`src/design/tsgpio_regs.vh`:
```
// Register offsets, field positions and reset values of the timestamp-capable pin port.
// Assumes a plain register port with word indices and 32-bit data.
//
// Function
// - Timestamp pins as inputs trigger timestamp capture.
// - Timing-mode outputs follow internal timing logic.
// - Timestamp pins also usable as plain pins.
// - Inputs may select weak pull-up or pull-down.
// - Timestamp pins reset to input, pull-up.
// - Ten plain pins, each input or output.
// - Input pins can raise processor interrupts.
// - Plain pins reset to input, pull-up.
`ifndef TSGPIO_REGS_VH
`define TSGPIO_REGS_VH
`define TSGPIO_ADDR_DIR 4'h0
`define TSGPIO_ADDR_OUT 4'h1
`define TSGPIO_ADDR_IN 4'h2
`define TSGPIO_ADDR_PULL_EN 4'h3
`define TSGPIO_ADDR_PULL_UP 4'h4
`define TSGPIO_ADDR_IRQ_MASK 4'h5
`define TSGPIO_ADDR_IRQ_STAT 4'h6
`define TSGPIO_ADDR_TS_MODE 4'h7
`define TSGPIO_ADDR_TS_EDGE 4'h8
`define TSGPIO_ADDR_TS_CAP 4'h9
`define TSGPIO_TS_LSB 0
`define TSGPIO_GP_LSB 6
`define TSGPIO_RST_DIR 16'h0000
`define TSGPIO_RST_OUT 16'h0000
`define TSGPIO_RST_PULL_EN 16'hffff
`define TSGPIO_RST_PULL_UP 16'hffff
`define TSGPIO_RST_ZERO 16'h0000
`endif

```
`src/design/tsgpio_port.v`:
```
// Timestamp-capable pin port: six timing pins in bits 5..0, ten plain pins in bits 15..6.
// Assumes the pad ring resolves pins from out, oe_n and pull controls, pins are asynchronous,
// and the timing logic supplies a free running timestamp on the same clock.
//
// Our own choices: strobed register access and the register offsets.
`include "tsgpio_regs.vh"
`default_nettype none
module tsgpio_port #(
  parameter TS_PINS = 6,
  parameter GP_PINS = 10,
  parameter TS_WIDTH = 32
) (
  input wire clk,
  input wire reset,
  input wire [3:0] reg_addr,
  input wire [31:0] reg_wdata,
  input wire reg_wr,
  input wire reg_rd,
  output reg [31:0] reg_rdata,
  input wire [TS_PINS+GP_PINS-1:0] pin_in,
  output reg [TS_PINS+GP_PINS-1:0] pin_out,
  output reg [TS_PINS+GP_PINS-1:0] pin_oe_n,
  output reg [TS_PINS+GP_PINS-1:0] pin_pull_en,
  output reg [TS_PINS+GP_PINS-1:0] pin_pull_up,
  input wire [TS_PINS-1:0] timing_drive,
  input wire [TS_WIDTH-1:0] timestamp_now,
  output reg [TS_PINS-1:0] ts_capture_pulse,
  output reg [TS_WIDTH-1:0] ts_capture_value,
  output reg irq
);
  localparam N = TS_PINS + GP_PINS;
  // ****************************************************************
  // Configuration registers
  // ****************************************************************
  reg [N-1:0] dir_reg;
  reg [N-1:0] out_reg;
  reg [N-1:0] pull_en_reg;
  reg [N-1:0] pull_up_reg;
  reg [N-1:0] irq_mask_reg;
  reg [N-1:0] irq_stat_reg;
  reg [TS_PINS-1:0] ts_mode_reg;
  reg [TS_PINS-1:0] ts_edge_reg;
  reg [N-1:0] sync1_reg;
  reg [N-1:0] sync2_reg;
  reg [N-1:0] prev_reg;
  reg [TS_WIDTH-1:0] cap_reg;
  reg [N-1:0] irq_stat_next;
  reg [TS_PINS-1:0] cap_hit;
  wire wr_dir = reg_wr && (reg_addr == `TSGPIO_ADDR_DIR);
  wire wr_out = reg_wr && (reg_addr == `TSGPIO_ADDR_OUT);
  wire wr_pen = reg_wr && (reg_addr == `TSGPIO_ADDR_PULL_EN);
  wire wr_pup = reg_wr && (reg_addr == `TSGPIO_ADDR_PULL_UP);
  wire wr_msk = reg_wr && (reg_addr == `TSGPIO_ADDR_IRQ_MASK);
  wire wr_tsm = reg_wr && (reg_addr == `TSGPIO_ADDR_TS_MODE);
  wire wr_tse = reg_wr && (reg_addr == `TSGPIO_ADDR_TS_EDGE);
  wire rd_stat = reg_rd && (reg_addr == `TSGPIO_ADDR_IRQ_STAT);
  wire [N-1:0] in_edge = (sync2_reg ^ prev_reg) & ~dir_reg;
  always @(posedge clk)
  begin
    if (reset)
    begin
      dir_reg <= `TSGPIO_RST_DIR;
      out_reg <= `TSGPIO_RST_OUT;
      pull_en_reg <= `TSGPIO_RST_PULL_EN;
      pull_up_reg <= `TSGPIO_RST_PULL_UP;
      irq_mask_reg <= `TSGPIO_RST_ZERO;
      ts_mode_reg <= {TS_PINS{1'b0}};
      ts_edge_reg <= {TS_PINS{1'b0}};
    end
    else
    begin
      if (wr_dir)
        dir_reg <= reg_wdata[N-1:0];
      if (wr_out)
        out_reg <= reg_wdata[N-1:0];
      if (wr_pen)
        pull_en_reg <= reg_wdata[N-1:0];
      if (wr_pup)
        pull_up_reg <= reg_wdata[N-1:0];
      if (wr_msk)
        irq_mask_reg <= reg_wdata[N-1:0];
      if (wr_tsm)
        ts_mode_reg <= reg_wdata[TS_PINS-1:0];
      if (wr_tse)
        ts_edge_reg <= reg_wdata[TS_PINS-1:0];
    end
  end
  // ****************************************************************
  // Input synchronisers and edge detection
  // ****************************************************************
  always @(posedge clk)
  begin
    if (reset)
    begin
      // Pins idle high under the reset pull-up, so a low start would fake an edge.
      sync1_reg <= {N{1'b1}};
      sync2_reg <= {N{1'b1}};
      prev_reg <= {N{1'b1}};
    end
    else
    begin
      sync1_reg <= pin_in;
      sync2_reg <= sync1_reg;
      prev_reg <= sync2_reg;
    end
  end
  // ****************************************************************
  // Interrupt status, set wins over the clearing read
  // ****************************************************************
  always @*
  begin
    irq_stat_next = irq_stat_reg;
    if (rd_stat)
      irq_stat_next = {N{1'b0}};
    irq_stat_next = irq_stat_next | in_edge;
  end
  always @(posedge clk)
  begin
    if (reset)
    begin
      irq_stat_reg <= `TSGPIO_RST_ZERO;
      irq <= 1'b0;
    end
    else
    begin
      irq_stat_reg <= irq_stat_next;
      irq <= |(irq_stat_next & irq_mask_reg);
    end
  end
  // ****************************************************************
  // Timestamp capture on timing pins
  // ****************************************************************
  genvar i;
  generate
    for (i = 0; i < TS_PINS; i = i + 1)
    begin : g_cap
      // A set edge bit captures on a rising edge, a clear bit on a falling one.
      always @*
      begin
        cap_hit[i] = ts_mode_reg[i] && !dir_reg[i] &&
          (ts_edge_reg[i] ? (sync2_reg[i] && !prev_reg[i]) : (!sync2_reg[i] && prev_reg[i]));
      end
    end
  endgenerate
  always @(posedge clk)
  begin
    if (reset)
    begin
      cap_reg <= {TS_WIDTH{1'b0}};
      ts_capture_pulse <= {TS_PINS{1'b0}};
      ts_capture_value <= {TS_WIDTH{1'b0}};
    end
    else
    begin
      ts_capture_pulse <= cap_hit;
      if (|cap_hit)
      begin
        cap_reg <= timestamp_now;
        ts_capture_value <= timestamp_now;
      end
    end
  end
  // ****************************************************************
  // Pin drive
  // ****************************************************************
  always @(posedge clk)
  begin
    if (reset)
    begin
      pin_out <= {N{1'b0}};
      pin_oe_n <= {N{1'b1}};
      pin_pull_en <= {N{1'b1}};
      pin_pull_up <= {N{1'b1}};
    end
    else
    begin
      pin_out[N-1:TS_PINS] <= out_reg[N-1:TS_PINS];
      pin_out[TS_PINS-1:0] <= (ts_mode_reg & timing_drive) |
        (~ts_mode_reg & out_reg[TS_PINS-1:0]);
      pin_oe_n <= ~dir_reg;
      pin_pull_en <= pull_en_reg & ~dir_reg;
      pin_pull_up <= pull_up_reg;
    end
  end
  // ****************************************************************
  // Register read port
  // ****************************************************************
  always @(posedge clk)
  begin
    if (reset)
      reg_rdata <= 32'h00000000;
    else if (reg_rd)
    begin
      case (reg_addr)
        `TSGPIO_ADDR_DIR: reg_rdata <= {16'h0000, dir_reg};
        `TSGPIO_ADDR_OUT: reg_rdata <= {16'h0000, out_reg};
        `TSGPIO_ADDR_IN: reg_rdata <= {16'h0000, sync2_reg};
        `TSGPIO_ADDR_PULL_EN: reg_rdata <= {16'h0000, pull_en_reg};
        `TSGPIO_ADDR_PULL_UP: reg_rdata <= {16'h0000, pull_up_reg};
        `TSGPIO_ADDR_IRQ_MASK: reg_rdata <= {16'h0000, irq_mask_reg};
        `TSGPIO_ADDR_IRQ_STAT: reg_rdata <= {16'h0000, irq_stat_reg};
        `TSGPIO_ADDR_TS_MODE: reg_rdata <= {26'h0000000, ts_mode_reg};
        `TSGPIO_ADDR_TS_EDGE: reg_rdata <= {26'h0000000, ts_edge_reg};
        `TSGPIO_ADDR_TS_CAP: reg_rdata <= cap_reg;
        default: reg_rdata <= 32'h00000000;
      endcase
    end
    else
      reg_rdata <= 32'h00000000;
  end
endmodule // tsgpio_port
`default_nettype wire

```
`config.mk`:
```
export PLATFORM = sky130hd
export DESIGN_NAME = tsgpio_port
export DESIGN_NICKNAME = d
export VERILOG_FILES = /design/src/design/tsgpio_port.v
export VERILOG_INCLUDE_DIRS = /design/src /design/src/design
export SDC_FILE = /design/constraint.sdc
export NUM_CORES = 1
export LEC_CHECK = 0
export BUFFER_PORTS_ARGS = -buffer_cell sky130_fd_sc_hd__buf_2
export CORE_ASPECT_RATIO = 0.75
export CORE_MARGIN = 3
export CORE_UTILIZATION = 40
export DETAILED_ROUTE_END_ITERATION = 16
export PLACE_DENSITY = 0.72
export SKIP_CTS_REPAIR_TIMING = 1
export SYNTH_ARGS = -nofsm -noshare
export SYNTH_HDL_FRONTEND = slang
export SYNTH_SLANG_ARGS = --single-unit
```
`constraint.sdc`:
```
create_clock -name clk -period 4.2 [get_ports clk]
set_clock_uncertainty 0.2 [all_clocks]
set_input_delay 0.21 -clock clk [delete_from_list [all_inputs] [get_ports clk]]
set_output_delay 0.21 -clock clk [all_outputs]
set_load 0.05 [all_outputs]
```
# Word level (Yosys, flattened, before mapping)
# Index checks and enable logic that the tools add are counted.
# W data, S select, Z words.
dict set report word_totals {
  out_inout_bits 135
  reg_bits 291
  in_bits 94
  word_cells 101
}
dict set report op_classes {
  n_reduce_logical 54
  n_eq_ne 9
  n_mux 8
  bitwise_logic 11
}
# operator count
set ops {}
lappend ops {{$pmux W32 S10} 1}
lappend ops {{$and A16 B16 Y16} 3}
lappend ops {{$logic_and A1 B1 Y1} 32}
lappend ops {{$logic_not A1 Y1} 18}
lappend ops {{$eq A4 B3 Y1 const B} 4}
lappend ops {{$mux W16} 1}
lappend ops {{$not A16 Y16} 1}
lappend ops {{$or A16 B16 Y16} 1}
lappend ops {{$reduce_or A16 Y1} 1}
lappend ops {{$xor A16 B16 Y16} 1}
lappend ops {{$and A6 B6 Y6} 2}
lappend ops {{$eq A4 B2 Y1 const B} 2}
lappend ops {{$eq A4 B4 Y1 const B} 2}
lappend ops {{$mux W1} 6}
lappend ops {{$not A6 Y6} 1}
lappend ops {{$or A6 B6 Y6} 1}
lappend ops {{$reduce_or A6 Y1} 1}
lappend ops {{$eq A4 B1 Y1 const B} 1}
lappend ops {{$logic_not A4 Y1} 1}
lappend ops {{$reduce_or A2 Y1} 1}
lappend ops {{$not A1 Y1} 1}

# Longest topological paths before layout
# Gate-level depths: netlist of run 1.
dict set report logic_depth {
  depth_word 6
  mapped_depth 9
  depth_no_buf 7
}

# Least setup slack after synthesis of run 1
# OpenSTA, ideal clock, no wires.
dict set report synth_path {
  kind {reg-to-reg}
  startpoint {register sync2_reg[0]}
  endpoint {register cap_reg[10]}
  path_buffers 1
  synth_period_minus_slack_ps 2201
  slack_ps 1999
  setup_time_ps 128
  required_time_ps 3872
  arrival_ps 1874
  stages_incl_launch_ff 9
  path_cell_list {dfxtp_1 > inv_1 > ha_1 > mux2_4 > and3_4 > nor4_4 > buf_6 > mux2i_1 > nor2_1}
}
dict set report synth_between {
  elab_chain_cells 5
  elab_cells_between_ends 6
  cone_classes {mux (1); reduce/logical (5)}
}
# item line_no
set synth_rtl {}
lappend synth_rtl {{start: declaration} tsgpio_port.v:44} ;# reg [N-1:0] sync2_reg;
lappend synth_rtl {{start signal: assignment} tsgpio_port.v:97} ;# sync2_reg <= {N{1'b1}};
lappend synth_rtl {{start signal: assignment} tsgpio_port.v:103} ;# sync2_reg <= sync1_reg;
lappend synth_rtl {{$logic_not A1 Y1} tsgpio_port.v:141} ;# (ts_edge_reg[i] ? (sync2_reg[i] && !prev_reg[i]) : (!sync2_reg[i] && prev_reg[i]));
lappend synth_rtl {{$logic_and A1 B1 Y1} tsgpio_port.v:141}
lappend synth_rtl {{$mux W1 (*)} tsgpio_port.v:141}
lappend synth_rtl {{$logic_and A1 B1 Y1 (*)} tsgpio_port.v:140} ;# cap_hit[i] = ts_mode_reg[i] && !dir_reg[i] &&
lappend synth_rtl {{$reduce_or A6 Y1 (*)} tsgpio_port.v:156} ;# if (|cap_hit)
lappend synth_rtl {{end signal: assignment} tsgpio_port.v:149} ;# cap_reg <= {TS_WIDTH{1'b0}};
lappend synth_rtl {{end signal: assignment} tsgpio_port.v:158} ;# cap_reg <= timestamp_now;
lappend synth_rtl {{end: declaration} tsgpio_port.v:46} ;# reg [TS_WIDTH-1:0] cap_reg;
# Mark *: on every way between the ends. The rest lies on a longest branch, timed or not.
# A chain may end at the register's enable or synchronous reset.

# Worst setup path after layout of run 1
dict set report layout_path {
  startpoint {register sync2_reg[5]}
  endpoint {register cap_reg[2]}
}
# Same word-level chain as after synthesis.

==> results of run 1 <==
## cell families after synthesis
group	after synthesis	synth area share
and+or+nand+nor	439	0.209
xor gates and xnor gates	10	0.00827
muxes	60	0.0577
adders and majority gates	12	0.0142
AOI/OAI and AO/OA	186	0.119
DFF	291	0.550
buffers and inverters	104	0.0414
## layout make-up
cell class	instances	area share
multi-input cells	707	0.322
repair buffers	291	0.137
inverters	35	0.00975
clock inverters	9	0.00566
well taps	338	0.0314
flip-flops and latches	291	0.432
clock buffers	43	0.0622
## power breakdown
group | total (µW) | internal, µW | switching (µW)
Clock | 2490 | 1440 | 1060
Sequential | 2860 | 2820 | 44.0
Combinational | 388 | 159 | 228
Total | 5740 | 4410 | 1330
## worst max-delay path, cell delays in order (launching register included)
cell     delay, ns
dfxtp_1       0.47
inv_1         0.08
ha_1          0.19
mux2_1        0.28
and3_1        0.27
nor4_4        0.21
buf_4         0.52
mux2i_1       0.29
nor2_1        0.07
## layer usage
| metal | wire (µm) | up-vias | track usage | part of all wire |
|---|---|---|---|---|
| met2 | 13100 | 424 | 0.300 | 0.40 |
| met3 | 3370 | 56 | 0.0608 | 0.10 |
| li1 | - | 4215 | - | - |
| met1 | 15600 | 4057 | 0.325 | 0.48 |
| met4 | 737 | 0 | 0.0492 | 0.022 |
| met5 | 0 | - | 0 | 0 |
## cells in the final DEF (no fill, tap or decap), types with 2 or more instances in the layout
cell | Yosys | layout
a21o_1 | 16 | 16
a21oi_1 | 66 | 66
a221oi_1 | 11 | 11
a22o_1 | 12 | 12
a22oi_1 | 50 | 50
a31oi_1 | 9 | 9
a41oi_1 | 7 | 7
and2_1 | 22 | 22
and3_1 | 2 | 2
and3b_1 | 3 | 3
buf_2 | 15 | 211
buf_4 | 1 | 8
clkbuf_1 | 47 | 8
clkbuf_16 | 0 | 29
clkbuf_8 | 0 | 6
clkinv_2 | 0 | 6
dfxtp_1 | 291 | 291
dlygate4sd3_1 | 0 | 70
ha_1 | 12 | 12
inv_1 | 35 | 35
mux2_2 | 3 | 3
mux2i_1 | 55 | 55
nand2_1 | 170 | 170
nand2b_1 | 18 | 18
nand3_1 | 3 | 3
nand3b_1 | 33 | 33
nor2_1 | 87 | 87
nor2b_1 | 17 | 17
nor3_1 | 5 | 5
nor4_1 | 2 | 2
nor4_4 | 2 | 2
nor4b_4 | 1 | 2
o21ai_0 | 5 | 5
o32ai_1 | 2 | 2
or2_2 | 66 | 66
xnor2_1 | 10 | 10
## stage by stage
step / power, µW / cell area (µm²) / std cells / hold WS, ns
after floorplan: 3120 / 10600 / 1102 / 0.114
after global placement: 3250 / 11900 / 1592 / 0.196
after detailed placement: 3250 / 11900 / 1592 / 0.193
after CTS: 5740 / 12800 / 1644 / -0.372
after global routing: 5950 / 13500 / 1714 / 0.00921
final: 5740 / 13500 / 1714 / -0.0152
## worst max-delay path by stage
stage | slack, ns | depth (start not counted) | endpoint
after global routing | 1.37 | 8 | cap_reg[2]
final | 1.44 | 8 | cap_reg[2]
after CTS | 1.48 | 8 | cap_reg[2]
after detailed placement | 1.45 | 6 | pull_en_reg[6]
after floorplan | 2.00 | 8 | cap_reg[10]
after global placement | 1.49 | 6 | pull_en_reg[10]
==> flow_summary.yaml, run 1 <==
setup_path:
  cp_max_fo: 32
  start_kind: "flop"
  timing.rr.start: "sync2_reg[5]"
  arrival_ns: 2.96
  r2r_cells: 8
  rrSetupSlack_ns: 1.44
  crit_type: "reg2reg"
  required_ns: 4.40
  timing.rr.end: "cap_reg[2]"
  end_kind: "flop"
  startpoint: "sync2_reg[5]"
synth:
  ys_types: 53
  synth_edf_count: 0
  synth_top_cells_by_count: "dfxtp_1 (291), nand2_1 (170), nor2_1 (87)"
  synth_seq_cells: 291
  synth_area_leaders: "dfxtp_1 (55%), nand2_1 (6.0%), mux2i_1 (5.2%)"
  synth_top_cell_area_share: 0.550
  synthArstFlopShare: 0
  synth_cells: 1102
  yosys.area.top_type: "dfxtp_1"
  ys_seq_area_frac: 0.550
  synth_warnings: 0
  syn-num-nets: 1208
  syn-cell-area_um2: 10600
  avgSynthCellArea_um2: 9.61
  yosysMostFrequentCell: "dfxtp_1"
  synth_flop_cell: "dfxtp_1"
sta:
  tns_ns: 0
  hold_viol: 7
  slew_headroom: 0.407
  max_freq_mhz: 363
  setup_viol_count_final: 0
  rsz0062_at_grt: "false"
  min_period_over_period: 0.656
  whs_ns: -0.0152
  worst_slack_ns: 1.44
  period_needed_ns: 2.76
  worst_slew_pin_slew_ns: 0.885
  slew_viol_final: 0
layout:
  nNetsFinal: 1461
  antenna_cells: 0
  multiInputGateArea_um2: 4330
  regArea_um2: 5830
  drive_above_1_share: 0.249
  areaGrowthSynthToFinish_pct: 27.3
  nFillCells: 2303
  final_core_util: 0.529
min_path:
  hp-start: "reset"
  hp-class: "in2reg"
  holdPathEnd: "ts_edge_reg[2]"
  min_path_cells: 2
clock_tree:
  root_buffer: "clkbuf_16"
  clkSlewWorstSetupHoldPaths_ns: 0.07
  cts_buffers: 29
  cts_tree: "built"
  clockBufferDepth: 3
  clk_latency_ns: 0.55
  htreeDepth: 1
  clkSinkCount: 291
drt:
  first_pass_iters: 7
  wl_per_cell_um: 19.2
  drc_errors: 0
  ant_nets: 0
  routed_wirelength_mm: 32.9
  vias: 8752
  via_per_inst: 5.11
  drt-initial-drc-count: 888
pwr:
  vdd_ir_drop_max_mv: 0.284
  p_per_area_nw_per_um2: 426
  power_leakage_uw: 0.00583
die:
  rows: 50
  io_pins: 229
  core_um2: 25500
  dieHeight_um: 147
  die_x_um: 194
  initial_utilization: 0.416
  die_area_um2: 28500
flow_run:
  drv_cap: 0
global_route:
  grt_usage: 0.214
  grt_pass1_wl_mm: 48.4
  grt_overflow_total: 0
  antenna_found_initial: 0
  grt_pass1_vias: 8081
  grt_max_degree: 150
place:
  gp_routability_congestion: 0.910
  io_buffers: 212
  dp_slack_ns: 1.45
  hpwl_mm: 22.3
run_status:
  status: "complete, but fails checks"
  violations: "hold timing"
No activity file was read; power rests on OpenSTA's default activity.
==> run 2, diff against run 1 <==
Clock period 4.2 ns to 2.8 ns, I/O delays scaled along.
==> flow_summary.yaml, run 2 (same netlist as run 1, synthesis figures left out) <==
run_status:
  status: "complete, but fails checks"
  violations: "hold timing"
layout:
  mostFrequentLayoutCells: "dfxtp_1 (291), buf_2 (211), nand2_1 (170)"
  areaGrowthSynthToFinish_pct: 29.7
  nNetsFinal: 1476
  final_common_cell: "dfxtp_1"
  drive_above_1_share: 0.258
  antenna_cells: 0
  postLayoutCellArea_um2: 13700
global_route:
  grt_max_degree: 164
  grt_pass1_wl_mm: 49.6
  grt_overflow_total: 0
  grt_usage: 0.219
  grt_pass1_vias: 8228
  antenna_found_initial: 0
sta:
  hold_viol: 1
  slew_viol_final: 0
  rsz0062_at_grt: "false"
  worst_slew_pin_slew_ns: 1.00
  min_period_over_period: 0.877
  tns_ns: 0
  setup_viol_count_final: 0
  period_needed_ns: 2.45
  slew_headroom: 0.331
  max_freq_mhz: 407
  whs_ns: -0.000768
die:
  dieHeight_um: 147
  die_x_um: 194
  initial_utilization: 0.416
  io_pins: 229
  core_um2: 25500
  rows: 50
  die_area_um2: 28500
drt:
  first_pass_iters: 5
  drt-initial-drc-count: 738
  routed_wirelength_mm: 33.0
  via_per_inst: 5.15
  drc_errors: 0
  vias: 8913
  wl_per_cell_um: 19.1
  ant_nets: 0
clock_tree:
  clkSlewWorstSetupHoldPaths_ns: 0.07
  clkSinkCount: 291
  root_buffer: "clkbuf_16"
  cts_buffers: 28
  htreeDepth: 1
  clockBufferDepth: 3
  clk_latency_ns: 0.54
  cts_tree: "built"
setup_path:
  start_kind: "flop"
  timing.rr.start: "sync2_reg[0]"
  crit_path_end: "cap_reg[15]"
  startpoint: "sync2_reg[0]"
  r2r_cells: 8
  end_kind: "flop"
  cp_max_fo: 32
  rrSetupSlack_ns: 0.35
  crit_type: "reg2reg"
  required_ns: 3.00
  arrival_ns: 2.65
  timing.rr.end: "cap_reg[15]"
flow_run:
  drv_cap: 0
place:
  place_area_um2: 11900
  io_buffers: 212
  gp_routability_congestion: 0.906
  hpwl_mm: 22.7
pwr:
  power_leakage_uw: 0.00596
  vdd_ir_drop_max_mv: 0.415
  p_per_area_nw_per_um2: 659
min_path:
  hp-class: "in2reg"
run 2: worst min path at each step:
stage,depth (start not counted),to,from
floorplan,1,sync1_reg[0],pin_in[0]
global placement,2,sync1_reg[15],pin_in[15]
detailed placement,2,sync1_reg[1],pin_in[1]
CTS,2,sync1_reg[9],pin_in[9]
global route,4,reg_rdata[4],reg_addr[1]
finish,3,reg_rdata[1],reg_addr[0]
run 2: cell type report:
class / count / area [µm²]
clock buffers: 36 / 792
well taps: 338 / 423
clock inverters: 16 / 239
flip-flops and latches: 291 / 5830
multi-input cells: 707 / 4320
inverters: 35 / 131
repair buffers: 307 / 1990
fillers: 2266 / 11700
run 2: per-layer routing:
layer	wire (µm)	up-vias	GRT usage	share of wire
met3	3290	50	0.0436	0.10
met5	0	-	0	0
met4	692	0	0.0527	0.021
met2	13200	465	0.305	0.40
li1	-	4241	-	-
met1	15900	4157	0.344	0.48
run 2: critical path: stages (launching register included):
cell and delay (ns):
dfxtp_1 0.37, inv_1 0.11, ha_1 0.22, mux2_4 0.26
and3_4 0.19, nor4_4 0.31, buf_12 0.26, mux2i_1 0.27
nor2_1 0.07
run 2: metrics by stage:
stage | cells | hold WS (ns) | power (µW) | setup slack (ns) | utilization
floorplan | 1102 | 0.0438 | 4680 | 0.599 | -
global placement | 1603 | 0.127 | 4880 | 0.479 | 0.469
detailed placement | 1603 | 0.125 | 4880 | 0.383 | 0.469
CTS | 1655 | -0.437 | 9040 | 0.379 | 0.510
global route | 1730 | 0.0163 | 9360 | 0.258 | 0.539
finish | 1730 | -0.000768 | 9050 | 0.346 | 0.539
run 2: report_power, final:
part	internal [µW]	switching, µW	total, µW
Clock	2550	1610	4160
Sequential	4230	65.4	4290
Combinational	248	343	591
Total	7030	2020	9050
==> run 3, diff against run 2 <==
Settings changed: SLEW_MARGIN set to 20.
Clock period 2.8 ns to 2.5 ns, I/O delays scaled along.
==> flow_summary.yaml, run 3 (same netlist as run 1, synthesis figures left out) <==
setup_path:
  crit_type: "reg2reg"
  crit_buf_inv: 2
  path_cells: "inv_1, ha_1, mux2_4, and3_4, nor4_4, buf_12, mux2i_1, nor2_1"
  start_kind: "flop"
  cpLargestDelayFamily: "simple AND/OR/NAND/NOR gates"
  cp_max_fo: 32
  arrival_ns: 2.59
  required_ns: 2.70
  critPathSlowestCell: "dfxtp_1"
  end_kind: "flop"
  max_stage_delay_ns: 0.37
sta:
  min_period_over_period: 0.956
  setup_viol_count_final: 0
  hold_viol: 2
  slew_headroom: 0.448
  worst_slew_pin_slew_ns: 0.826
  slew_viol_final: 0
  tns_ns: 0
  whs_ns: -0.0134
  rsz0062_at_grt: "false"
  period_needed_ns: 2.39
  max_freq_mhz: 418
drt:
  vias: 8980
  drc_errors: 0
  ant_nets: 0
  via_per_inst: 5.13
  routed_wirelength_mm: 33.4
  drt-initial-drc-count: 656
  first_pass_iters: 7
  wl_per_cell_um: 19.1
layout:
  final_common_cell: "dfxtp_1"
  nFillCells: 2297
  mostFrequentLayoutCells: "dfxtp_1 (291), buf_2 (211), nand2_1 (170)"
  drive_above_1_share: 0.265
  nNetsFinal: 1497
  final_core_util: 0.550
  antenna_cells: 0
  areaGrowthSynthToFinish_pct: 32.2
pwr:
  vdd_ir_drop_max_mv: 0.775
  p_per_area_nw_per_um2: 748
  power_leakage_uw: 0.00609
clock_tree:
  clockBufferDepth: 3
  clkSlewWorstSetupHoldPaths_ns: 0.06
  clkSinkCount: 291
  clk_latency_ns: 0.54
  cts_tree: "built"
  htreeDepth: 1
  cts_buffers: 29
  root_buffer: "clkbuf_16"
global_route:
  grt_usage: 0.220
  grt_pass1_wl_mm: 49.7
  antenna_found_initial: 0
  grt_pass1_vias: 8271
  grt_overflow_total: 0
  grt_max_degree: 111
place:
  io_buffers: 212
  gp_routability_congestion: 0.934
  hpwl_mm: 23.4
die:
  core_um2: 25500
  rows: 50
  io_pins: 229
  die_area_um2: 28500
  dieHeight_um: 147
  initial_utilization: 0.416
  die_x_um: 194
run_status:
  status: "complete, but fails checks"
  violations: "hold timing"
min_path:
  hp-class: "in2reg"
flow_run:
  drv_cap: 0
==> run 3: cell type report <==
type	count	area [µm²]	area share
clock inverters	16	310	0.0222
multi-input cells	707	4320	0.309
clock buffers	36	802	0.0573
inverters	35	131	0.00938
well taps	338	423	0.0302
repair buffers	327	2180	0.156
flip-flops and latches	291	5830	0.416
==> run 3: worst paths after layout <==
| kind | slack, ns | endpoint | startpoint | depth (start not counted) |
|---|---|---|---|---|
| worst max-delay path | 0.11 | cap_reg[2] | sync2_reg[0] | 8 |
| worst min-delay path | -0.01 | reg_rdata[4] | reg_addr[3] | 3 |
| worst min register to register | 0.21 | sync2_reg[3] | sync1_reg[3] | 1 |
| worst max register to register | 0.11 | cap_reg[2] | sync2_reg[0] | 8 |
==> run 3: worst register-to-register path, stage by stage, from the launching register on <==
cell	delay (ns)
dfxtp_1	0.37
inv_1	0.08
ha_1	0.19
mux2_4	0.26
and3_4	0.19
nor4_4	0.33
buf_12	0.28
mux2i_1	0.28
nor2_1	0.07
==> run 3: report_power, final <==
part / switching [µW] / total [µW] / internal [µW]
registers: 71.2 / 4810 / 4730
clock network: 1800 / 4990 / 3190
logic: 393 / 684 / 291
==> run 3: metrics by stage <==
step / worst slack, ns / cells / cell area (µm²) / total power (µW)
floorplan: 0.299 / 1102 / 10600 / 5250
detailed placement: 0.104 / 1617 / 12100 / 5480
global route: 0.0198 / 1750 / 14000 / 10800
finish: 0.109 / 1750 / 14000 / 10500
global placement: 0.208 / 1617 / 12100 / 5470
CTS: 0.0843 / 1669 / 13200 / 10500
==> run 3: routing by layer <==
layer | vias up | part of all wire | GRT usage
met5 | - | 0 | 0
met1 | 4266 | 0.48 | 0.340
li1 | 4268 | - | -
met2 | 400 | 0.40 | 0.309
met3 | 46 | 0.092 | 0.0507
met4 | 0 | 0.021 | 0.0488
